$ cat src/rtl/icem_defines.svh
`ifndef ICEM_DEFINES_SVH
`define ICEM_DEFINES_SVH

// Data path widths
`define ICEM_CNT_W       24
`define ICEM_TALLY_W     16
`define ICEM_NCH         8
`define ICEM_ADDR_W      8

// Register byte offsets
`define ICEM_OFS_CTRL    8'h00
`define ICEM_OFS_COUNT   8'h04
`define ICEM_OFS_SHADOW  8'h08
`define ICEM_OFS_CAPA    8'h0C
`define ICEM_OFS_CAPB    8'h10
`define ICEM_OFS_TALLY   8'h14
`define ICEM_OFS_NOTIFY  8'h18
`define ICEM_OFS_IRQEN   8'h1C

// Control register fields
`define ICEM_F_EN        0
`define ICEM_F_MODE_LO   1
`define ICEM_F_MODE_HI   2
`define ICEM_F_LSEL      4
`define ICEM_F_LIGN      5
`define ICEM_F_XSTR      6
`define ICEM_F_ROUTE     7
`define ICEM_F_SSA_LO    8
`define ICEM_F_SSA_HI    9
`define ICEM_F_SSB_LO    10
`define ICEM_F_SSB_HI    11
`define ICEM_F_XSA       12
`define ICEM_F_XSB       13
`define ICEM_F_SHSEL     14
`define ICEM_F_CLK_LO    16
`define ICEM_F_CLK_HI    18
`define ICEM_CTRL_MASK   32'h0007_7FF7

// Notify and enable bit positions
`define ICEM_N_NEWVAL    0
`define ICEM_N_OVERRUN   1
`define ICEM_N_CNTWRAP   2
`define ICEM_N_TALLYWRAP 3

// Reset values
`define ICEM_RST_CTRL    32'h0000_0000
`define ICEM_RST_SHADOW  24'h00_0000
`define ICEM_RST_IRQEN   4'h0

`endif

$ cat src/rtl/icem_pkg.sv
`include "icem_defines.svh"

package icem_pkg;

  typedef enum logic [1:0] {
    ICEM_PULSE_INT,
    ICEM_EDGE_COUNT,
    ICEM_PRESCALE,
    ICEM_BIT_COMPRESS
  } icem_mode_t;

  typedef enum logic {
    ICEM_BUS_IDLE,
    ICEM_BUS_WAIT
  } icem_bus_t;

  // Per-cycle view of the filter outputs of all channels
  typedef struct packed {
    logic [`ICEM_NCH-1:0] filtered_input;
    logic [`ICEM_NCH-1:0] rise_detect;
    logic [`ICEM_NCH-1:0] fall_detect;
  } icem_sense_t;

  typedef struct packed {
    logic [`ICEM_CNT_W-1:0] base2;
    logic [`ICEM_CNT_W-1:0] base1;
    logic [`ICEM_CNT_W-1:0] base0;
  } icem_tbase_t;

  // Word handed to the routing unit
  typedef struct packed {
    logic                   overrun;
    logic                   level;
    logic [`ICEM_CNT_W-1:0] word_b;
    logic [`ICEM_CNT_W-1:0] word_a;
  } icem_route_t;

  typedef struct packed {
    icem_bus_t                bus;
    logic [`ICEM_ADDR_W-1:0]  addr;
    logic                     write;
    logic [31:0]              hrdata;
    logic                     hready;
    logic                     hresp;
    logic [31:0]              ctrl;
    logic [`ICEM_CNT_W-1:0]   shadow_count;
    logic [3:0]               irq_en;
    logic [3:0]               notify;
    logic [3:0]               irq;
    logic [`ICEM_CNT_W-1:0]   channel_counter;
    logic [`ICEM_CNT_W-1:0]   capture_reg_a;
    logic [`ICEM_CNT_W-1:0]   capture_reg_b;
    logic [`ICEM_TALLY_W-1:0] edge_tally;
    logic                     unread;
    logic                     strobe_prev;
    logic                     rt_valid;
    icem_route_t              rt_data;
  } icem_state_t;

endpackage

$ cat src/rtl/icem_channel.sv
// Operation
// - Ext-strobe integration: capture, new value, clear
// - Integrate on tick only at selected level
// - Edge counting: select rising, falling or both
// - Each counted edge sets new-value flag
// - Counted edge loads both captures and shadow
// - Unconsumed capture overwritten sets overrun flag
// - Counter wrap in edge mode sets flag
// - Edge counting ignores clock tick select
// - Ext-strobe edge mode: qualified strobe counts
// - Prescaler fires after shadow plus one edges
// - Prescaler edge choice; ignores tick select
// - Prescaler fire updates both capture registers
// - Ext prescaler counts strobes, compares shadow
// - Bit compression only on channel zero
// - Shadow bits pick rise/fall sample events
// - Sample event stores inputs in capture B
// - Capture A holds selected timestamp
// - Routing sends sample word with timestamp
// - Edge tally counts every new-value event; code tallies every prescaler event and pulse-mode edge_ok
// - Edge tally wrap sets its flag
// - Bit compression ignores tick select
// - Ext strobe rising edge gates all updates; code still counts ticks at the selected level between strobes in pulse mode
// - Enabling channel clears channel counter
//
// Added by the designer: the placing of the registers and register access over AHB-Lite.
module icem_channel
  import icem_pkg::*;
#(
  parameter bit IS_CHANNEL_ZERO = 1'b1
) (
  // Clock and reset
  input  wire logic                     hclk,
  input  wire logic                     hresetn,
  // AHB-Lite slave
  input  wire logic                     hsel,
  input  wire logic [31:0]              haddr,
  input  wire logic [1:0]               htrans,
  input  wire logic                     hwrite,
  input  wire logic [2:0]               hsize,
  input  wire logic [31:0]              hwdata,
  input  wire logic                     hready,
  output logic                          hreadyout,
  output logic      [31:0]              hrdata,
  output logic                          hresp,
  // Filtered inputs, strobe, ticks and time bases
  input  wire icem_sense_t              sense,
  input  wire logic                     external_strobe,
  input  wire logic [`ICEM_NCH-1:0]     clk_tick,
  input  wire icem_tbase_t              tbase,
  // Routing unit
  output logic                          route_valid,
  output icem_route_t                   route_data,
  input  wire logic                     route_ready,
  // Enabled notify flags
  output logic      [3:0]               irq_flags
);

  icem_state_t s;
  icem_state_t n;

  function automatic logic [`ICEM_CNT_W-1:0] pick_src(
    input logic [1:0]               sel,
    input logic                     ext,
    input logic [`ICEM_CNT_W-1:0]   alt,
    input logic [`ICEM_CNT_W-1:0]   cnt,
    input logic [`ICEM_TALLY_W-1:0] tally,
    input icem_tbase_t              tb
  );
    logic [`ICEM_CNT_W-1:0] v;
    v = alt;
    if (ext) begin
      // The tally is narrower than a capture word: pad with zeros
      if (sel == 2'b00) begin
        v = {{(`ICEM_CNT_W-`ICEM_TALLY_W){1'b0}}, tally};
      end else begin
        v = cnt;
      end
    end else begin
      case (sel)
        2'b00:   v = tb.base0;
        2'b01:   v = tb.base1;
        2'b10:   v = tb.base2;
        default: v = alt;
      endcase
    end
    return v;
  endfunction

  logic                     ch_en;
  icem_mode_t               mode;
  logic                     lsel;
  logic                     lign;
  logic                     xstr;
  logic                     level;
  logic                     tick;
  logic                     strobe_rise;
  logic                     strobe_ok;
  logic                     edge_ok;
  logic                     sample_ev;
  logic                     ev;
  logic                     do_cap;
  logic                     do_inc;
  logic                     do_clr;
  logic                     do_shadow;
  logic                     tally_inc;
  logic                     consumed;
  logic                     route_take;
  logic                     bus_take;
  logic                     bus_done;
  logic                     en_write;
  logic [3:0]               set_flags;
  logic [3:0]               clr_flags;
  logic [`ICEM_CNT_W:0]     cnt_sum;
  logic [`ICEM_TALLY_W:0]   tally_sum;
  logic [`ICEM_CNT_W-1:0]   new_a;
  logic [`ICEM_CNT_W-1:0]   new_b;
  logic [31:0]              rd_word;

  always_comb begin
    n = s;
    ch_en = s.ctrl[`ICEM_F_EN];
    mode  = icem_mode_t'(s.ctrl[`ICEM_F_MODE_HI:`ICEM_F_MODE_LO]);
    lsel  = s.ctrl[`ICEM_F_LSEL];
    lign  = s.ctrl[`ICEM_F_LIGN];
    xstr  = s.ctrl[`ICEM_F_XSTR];
    level = sense.filtered_input[0];
    tick  = clk_tick[s.ctrl[`ICEM_F_CLK_HI:`ICEM_F_CLK_LO]];
    strobe_rise = external_strobe & ~s.strobe_prev;
    // Strobe qualified by input level unless the level is ignored
    strobe_ok = strobe_rise & (lign | (level == lsel));
    // Both edges when ignored, else the edge into the selected level
    edge_ok = lign ? (sense.rise_detect[0] | sense.fall_detect[0])
                   : (lsel ? sense.rise_detect[0]
                           : sense.fall_detect[0]);
    // A shadow of zero selects no event, so the mode stays silent unless external strobe is on
    // Rise events in the low byte, fall events in the second byte (bits 15:8)
    sample_ev = |(sense.rise_detect & s.shadow_count[`ICEM_NCH-1:0]) |
                |(sense.fall_detect &
                  s.shadow_count[`ICEM_NCH+7:8]);
    // Event modes take no clock tick
    ev = xstr ? strobe_ok : edge_ok;
    do_cap    = 1'b0;
    do_inc    = 1'b0;
    do_clr    = 1'b0;
    do_shadow = 1'b0;
    tally_inc = 1'b0;

    // Each mode turns its own event into its own mix of capture, count and clear
    if (ch_en) begin
      case (mode)
        ICEM_PULSE_INT: begin
          if (xstr) begin
            // A strobe beats a tick in the same cycle; that tick is lost
            if (strobe_rise) begin
              do_cap = 1'b1;
              do_clr = 1'b1;
              do_shadow = 1'b1;
            end else if (tick && level == lsel) begin
              do_inc = 1'b1;
            end
          end else begin
            if (tick && level == lsel) begin
              do_inc = 1'b1;
            end
            // Counter stops when the level is left: publish the sum
            if (lsel ? sense.fall_detect[0] : sense.rise_detect[0]) begin
              do_cap = 1'b1;
              do_shadow = 1'b1;
            end
          end
          tally_inc = edge_ok;
        end
        ICEM_EDGE_COUNT: begin
          if (ev) begin
            do_inc    = 1'b1;
            do_cap    = 1'b1;
            do_shadow = 1'b1;
            tally_inc = 1'b1;
          end
        end
        ICEM_PRESCALE: begin
          if (ev) begin
            tally_inc = 1'b1;
            // Equality, not greater-or-equal: a shadow written below the
            // count runs on until the counter wraps
            if (s.channel_counter == s.shadow_count) begin
              do_cap = 1'b1;
              do_clr = 1'b1;
            end else begin
              do_inc = 1'b1;
            end
          end
        end
        ICEM_BIT_COMPRESS: begin
          // Needs every filter output, so only channel zero has it
          if (IS_CHANNEL_ZERO) begin
            if (xstr ? strobe_ok : sample_ev) begin
              do_cap    = 1'b1;
              tally_inc = 1'b1;
            end
          end
        end
        default: begin
          do_cap = 1'b0;
        end
      endcase
    end

    cnt_sum   = {1'b0, s.channel_counter} + {{`ICEM_CNT_W{1'b0}}, 1'b1};
    tally_sum = {1'b0, s.edge_tally} + {{`ICEM_TALLY_W{1'b0}}, 1'b1};

    new_a = pick_src(s.ctrl[`ICEM_F_SSA_HI:`ICEM_F_SSA_LO],
                     s.ctrl[`ICEM_F_XSA], s.shadow_count,
                     s.channel_counter, s.edge_tally, tbase);
    if (mode == ICEM_BIT_COMPRESS) begin
      // Source select B has no say here
      new_b = {{(`ICEM_CNT_W-`ICEM_NCH){1'b0}},
               sense.filtered_input};
    end else begin
      new_b = pick_src(s.ctrl[`ICEM_F_SSB_HI:`ICEM_F_SSB_LO],
                       s.ctrl[`ICEM_F_XSB], s.channel_counter,
                       s.channel_counter, s.edge_tally, tbase);
    end

    // Bus access: one wait state on every transfer lets read data come
    // from a register instead of a decoder in front of hrdata
    bus_take = hsel & htrans[1] & hready & (s.bus == ICEM_BUS_IDLE);
    bus_done = (s.bus == ICEM_BUS_WAIT);
    // Only a 0 to 1 change of the enable bit restarts the count
    en_write = bus_done & s.write & (s.addr == `ICEM_OFS_CTRL) &
               ~ch_en & hwdata[`ICEM_F_EN];
    // Unmapped offsets read as zero
    case (s.addr)
      `ICEM_OFS_CTRL:   rd_word = s.ctrl;
      `ICEM_OFS_COUNT:  rd_word = {8'h00, s.channel_counter};
      `ICEM_OFS_SHADOW: rd_word = {8'h00, s.shadow_count};
      `ICEM_OFS_CAPA:   rd_word = {8'h00, s.capture_reg_a};
      `ICEM_OFS_CAPB:   rd_word = {8'h00, s.capture_reg_b};
      `ICEM_OFS_TALLY:  rd_word = {16'h0000, s.edge_tally};
      `ICEM_OFS_NOTIFY: rd_word = {28'h000_0000, s.notify};
      `ICEM_OFS_IRQEN:  rd_word = {28'h000_0000, s.irq_en};
      default:          rd_word = 32'h0000_0000;
    endcase
    n.hresp = 1'b0;
    clr_flags = 4'h0;
    route_take = s.rt_valid & route_ready;
    consumed   = route_take;
    case (s.bus)
      ICEM_BUS_IDLE: begin
        if (bus_take) begin
          n.bus    = ICEM_BUS_WAIT;
          n.addr   = haddr[`ICEM_ADDR_W-1:0];
          // Narrow writes are dropped; reads of any size are answered
          n.write  = hwrite & (hsize == 3'b010);
          n.hready = 1'b0;
        end
      end
      ICEM_BUS_WAIT: begin
        n.bus    = ICEM_BUS_IDLE;
        n.hready = 1'b1;
        // Full-word writes answer zero, so no stale read value leaks out
        n.hrdata = s.write ? 32'h0000_0000 : rd_word;
        if (!s.write && (s.addr == `ICEM_OFS_CAPA ||
                         s.addr == `ICEM_OFS_CAPB)) begin
          consumed = 1'b1;
        end
        if (s.write) begin
          case (s.addr)
            `ICEM_OFS_CTRL:   n.ctrl = hwdata & `ICEM_CTRL_MASK;
            `ICEM_OFS_SHADOW: n.shadow_count = hwdata[`ICEM_CNT_W-1:0];
            `ICEM_OFS_NOTIFY: clr_flags = hwdata[3:0];
            `ICEM_OFS_IRQEN:  n.irq_en = hwdata[3:0];
            default:          n.hrdata = 32'h0000_0000;
          endcase
        end
      end
      default: begin
        n.bus    = ICEM_BUS_IDLE;
        n.hready = 1'b1;
      end
    endcase

    // Channel state updates
    set_flags = 4'h0;
    // Strobe history runs in every mode, so turning external capture on
    // cannot find a stale rising edge
    n.strobe_prev = external_strobe;
    if (do_clr) begin
      n.channel_counter = {`ICEM_CNT_W{1'b0}};
    end else if (do_inc) begin
      n.channel_counter = cnt_sum[`ICEM_CNT_W-1:0];
      set_flags[`ICEM_N_CNTWRAP] = cnt_sum[`ICEM_CNT_W];
    end
    if (tally_inc) begin
      n.edge_tally = tally_sum[`ICEM_TALLY_W-1:0];
      set_flags[`ICEM_N_TALLYWRAP] = tally_sum[`ICEM_TALLY_W];
    end
    if (do_shadow) begin
      n.shadow_count = s.ctrl[`ICEM_F_SHSEL] ? tbase.base0
                                             : s.channel_counter;
    end
    if (consumed) begin
      n.unread = 1'b0;
    end
    // A CPU read frees the registers but not a word still on offer
    if (route_take) begin
      n.rt_valid = 1'b0;
    end

    if (do_cap) begin
      n.capture_reg_a = new_a;
      n.capture_reg_b = new_b;
      set_flags[`ICEM_N_NEWVAL]  = 1'b1;
      set_flags[`ICEM_N_OVERRUN] = s.unread & ~consumed;
      // New capture wins over a same-cycle consume
      n.unread = 1'b1;
      // Offered only when routing is on; the CPU may read either way
      if (s.ctrl[`ICEM_F_ROUTE]) begin
        n.rt_valid = 1'b1;
        n.rt_data.word_a  = new_a;
        n.rt_data.word_b  = new_b;
        n.rt_data.level   = level;
        n.rt_data.overrun = set_flags[`ICEM_N_OVERRUN];
      end
    end

    // Enabling by a bus write restarts accumulation from zero
    if (en_write) begin
      n.channel_counter = {`ICEM_CNT_W{1'b0}};
    end

    // Hardware set wins over write-one-to-clear
    n.notify = (s.notify & ~clr_flags) | set_flags;
    n.irq    = n.notify & n.irq_en;
  end

  always_ff @(posedge hclk or negedge hresetn) begin
    if (!hresetn) begin
      s <= '{bus:             ICEM_BUS_IDLE,
             addr:            '0,
             write:           1'b0,
             hrdata:          32'h0000_0000,
             hready:          1'b1,
             hresp:           1'b0,
             ctrl:            `ICEM_RST_CTRL,
             shadow_count:    `ICEM_RST_SHADOW,
             irq_en:          `ICEM_RST_IRQEN,
             notify:          4'h0,
             irq:             4'h0,
             channel_counter: '0,
             capture_reg_a:   '0,
             capture_reg_b:   '0,
             edge_tally:      '0,
             unread:          1'b0,
             strobe_prev:     1'b0,
             rt_valid:        1'b0,
             rt_data:         '0};
    end else begin
      s <= n;
    end
  end

  // Every output is a field of the state register
  assign hreadyout   = s.hready;
  assign hrdata      = s.hrdata;
  assign hresp       = s.hresp;
  assign route_valid = s.rt_valid;
  assign route_data  = s.rt_data;
  assign irq_flags   = s.irq;

endmodule

$ cat config.mk
export PLATFORM = sky130hd
export DESIGN_NAME = icem_channel
export DESIGN_NICKNAME = d
export VERILOG_FILES = /design/src/rtl/icem_pkg.sv /design/src/rtl/icem_channel.sv
export VERILOG_INCLUDE_DIRS = /design/src /design/src/rtl
export SDC_FILE = /design/constraint.sdc
export NUM_CORES = 1
export LEC_CHECK = 0
export BUFFER_PORTS_ARGS = -buffer_cell sky130_fd_sc_hd__buf_2
export CAP_MARGIN = 20
export CORE_ASPECT_RATIO = 1.4
export CORE_UTILIZATION = 30
export CTS_CLUSTER_DIAMETER = 200
export DETAILED_ROUTE_END_ITERATION = 10
export PLACE_DENSITY = 0.55
export SKIP_LAST_GASP = 1
export SYNTH_ARGS = -nofsm -noshare
export SYNTH_HDL_FRONTEND = slang
export SYNTH_SLANG_ARGS = --single-unit
$ cat constraint.sdc
create_clock -name hclk -period 2.4 [get_ports hclk]
set_input_delay 0 -clock hclk [delete_from_list [all_inputs] [get_ports hclk]]
set_output_delay 0 -clock hclk [all_outputs]
set_load 0.005 [all_outputs]
==> flow_metrics.tcl <==
set metrics [dict create \
    final_critical_period_ns 2.51 \
    critical-path-slowest-cell "sky130_fd_sc_hd__dfrtp_1" \
    dpl.cell_count 2187 \
    num_vias 12175 \
    detailedRoute.firstIterationViolations 865 \
    hold_viol 0 \
    overall_track_demand_over_capacity_in_global_routing_pct 21.9 \
    layout_commonest_cell "sky130_fd_sc_hd__buf_2" \
    area_delta_synth_final_pct 30.5 \
    routed_wire_length_per_instance_um 22.6 \
    dpl_ws_ns -0.440 \
    ant_nets 0 \
    clk_transition_reported_paths_ns 0.07 \
    std_cell_rows 92 \
    yosys_warnings 0 \
    floorplan.core_area_mm2 0.0450 \
    failed_checks "negative setup slack" \
    cts-htree-levels 1 \
    num_io_pins 269 \
    die_width_um 183 \
    cts_root_buffer "sky130_fd_sc_hd__clkbuf_16" \
    timing.critical_path.max_delay_family "simple AND/OR/NAND/NOR gates" \
    area_of_combinational_cells_with_multiple_inputs_mm2 0.00691 \
    synth_seq_cells 229 \
    grt_pass1_wl_mm 76.6 \
    run_status "finished with violations" \
    finish.instance_area_mm2 0.0179 \
    post-route-worst-setup-slack_ns -0.111 \
    cts_buffer_depth 3 \
    hold_path_class "input pin to asynchronous set/reset pin" \
    cp-end-kind "flip-flop" \
    critical_path.cell_chain "xor2_1, nor4_2, nand4_1, buf_4, nor4b_4, buf_4, o31ai_4, buf_6, clkbuf_16, mux2_4" \
    max_cap_violations 0 \
    worst-path-buf-inv 4 \
    clock.fmax_ghz 0.398 \
    tritoncts.num_buffers 23 \
    synth.avg_cell_area_um2 9.74 \
    clkSinkCount 229 \
    rsz0062_at_grt "yes" \
    startpoint_class "flip-flop" \
    report.final.setup_viol 86 \
    route.final.wire_length_mm 52.4 \
    cp_common_cell "sky130_fd_sc_hd__buf_4" \
    async_reset_ff_share_pct 100 \
    p_leak_uw 0.00792 \
    worstReg2RegEnd "s[102]" \
    final.fill_count 4429 \
    layout.nets 1877 \
    first_global_vias 12187 \
    hpwlAfterDp_mm 38.9 \
    cp.required_ns 2.83 \
    area_of_the_die_mm2 0.0465 \
    crit_path_max_incr_delay_ns 0.44 \
    vdd_ir_drop_max_mv 0.465 \
    gpl.final_weighted_congestion 0.885 \
    max_slew.worst_pin.slew_ns 0.827 \
    placement.io_buffers 226 \
    remaining_routing_drc_violations 0 \
    ys_dominant_reg_cell "sky130_fd_sc_hd__dfrtp_1" \
    r2r_setup_slack_ns -0.11 \
    synthDistinctLibCells 62 \
    synth_edf_count 0 \
    detailed_place.area_mm2 0.0158 \
    fin_skew_ns 0.0111 \
    drive_above_1_share_pct 33.9 \
    final-max-slew-violation-count 0 \
    grt_antenna_before_repair 2 \
    post_layout_nonfiller_instances 2320 \
    first_pass_iters 5 \
    commonest_non_fill_non_tap_cells_in_the_layout "sky130_fd_sc_hd__buf_2, sky130_fd_sc_hd__dfrtp_1, sky130_fd_sc_hd__nand2_1" \
    syn-cell-area_mm2 0.0137 \
    critPathKind "flip-flop to flip-flop" \
    postSynthCellCount 1407 \
    regToRegStartpoint "s[127]" \
    worst-endpoint-arrival_ns 2.94 \
    pin_count_of_the_biggest_net_entering_global_routing 101 \
    grt_overflow 0 \
    floorplan.die.height_um 255 \
    power.density_mw_per_mm2 631 \
    initial_util_pct 30.4 \
    critPathMaxFanout 8 \
    timing.max_slew.rel_slack_pct 44.9 \
    sequential_to_total_area_share_from_yosys_stat_pct 41.8 \
    worst_skew_pair.late_latency_ns 0.54 \
    clock_tree_from_tritoncts "yes" \
    layout.area.seq_mm2 0.00574 \
    vias_per_cell 5.25 \
    timing.final.crit_share_pct 105 \
    reg2regPathDepth 10 \
]
cell type report:
cell class	instances	share of cell area, %
antenna	2	0.0280
clock buffer	25	3.37
clock inverter	16	1.30
inverter	43	0.903
multi-input combinational	938	38.6
sequential	229	32.1
tap	611	4.28
timing repair buffer	456	19.4
worst max path at each step:
stage / cells after the start / startpoint / slack (ns) / to
finish: 10 / s[127] / -0.11 / s[102]
floorplan: 9 / s[134] / 0.17 / s[101]
detailed placement: 8 / s[168] / -0.44 / route_data[4]
CTS: 7 / s[153] / -0.15 / s[86]
global route: 11 / s[163] / -0.21 / route_data[27]
global placement: 8 / s[168] / -0.44 / route_data[48]
synth_stat cells (33+ instances only):
cell type	count	area share, %
sky130_fd_sc_hd__inv_1	43	1.2
sky130_fd_sc_hd__clkbuf_1	64	1.8
sky130_fd_sc_hd__o21ai_0	69	2.5
sky130_fd_sc_hd__nand2_1	174	4.8
sky130_fd_sc_hd__a211oi_1	35	1.9
sky130_fd_sc_hd__nor2_1	100	2.7
sky130_fd_sc_hd__mux4_2	34	5.6
sky130_fd_sc_hd__dfrtp_1	228	42
sky130_fd_sc_hd__buf_2	38	1.4
sky130_fd_sc_hd__buf_4	93	5.1
sky130_fd_sc_hd__a21oi_1	51	1.9
sky130_fd_sc_hd__a31oi_1	33	1.5
sky130_fd_sc_hd__mux2_2	45	3.7
cells by family (layout without fill, tap and decap cells):
family / after synthesis / after routing / share of synthesized area (%)
flip-flops: 229 / 229 / 41.8
other: 1 / 11 / 0.0274
AND/OR/NAND/NOR: 392 / 392 / 13.1
adder cells (fa/ha/maj): 6 / 6 / 0.548
XOR/XNOR: 56 / 56 / 3.58
multiplexers: 134 / 134 / 13.8
buffers and inverters: 248 / 540 / 9.85
AO/OA/AOI/OAI: 341 / 341 / 17.3
layer usage:
metal | vias to the layer above | global-route usage, % | part of all wire, %
li1 | 5520 | - | -
met4 | 0 | 11.1 | 5.2
met1 | 6056 | 27.9 | 41
met3 | 116 | 2.75 | 5.8
met2 | 483 | 36.7 | 48
met5 | - | 0 | 0
metrics by stage:
step / total power (uW) / utilization [%] / TNS, ns / hold WS, ns
6_report: 11300 / 39.7 / -5.72 / 0.0515
5_1_grt: 11800 / 39.7 / -14.38 / 0.0861
3_3_place_gp: 6990 / 35.1 / -42.28 / -0.0864
2_1_floorplan: 5970 / - / 0 / -0.296
3_5_place_dp: 7050 / 35.1 / -41.16 / -0.0798
4_1_cts: 11200 / 38.7 / -8.91 / 0.0248
state kept, by name (all words and copies together), names as in the netlist:
name,flops
hrdata,24
s,143
hreadyout,1
lign,1
irq_flags,4
mode,2
route_data,50
route_valid,1
bus_done,1
lsel,1
ch_en,1
repair_timing:
action | CTS | global route
endpoints found under the hold margin | 310 | 0
pin swaps | 4 | 7
endpoints found under the setup margin | 136 | 154
hold buffers | 70 | 0
cloned | 0 | 9
setup buffers | 1 | 11
resized for setup | 11 | 56
report_power, final:
group	switching, uW	internal [uW]	total, uW
Clock	1700	2380	4070
Combinational	1250	1150	2400
Sequential	503	4310	4820
tightest hold or removal path, cell delays in order:
cell,delay [ns]
sky130_fd_sc_hd__dlygate4sd3_1,0.56
sky130_fd_sc_hd__buf_8,0.15
sky130_fd_sc_hd__buf_12,0.23
Note: power is estimated with default switching activity, not from simulation.
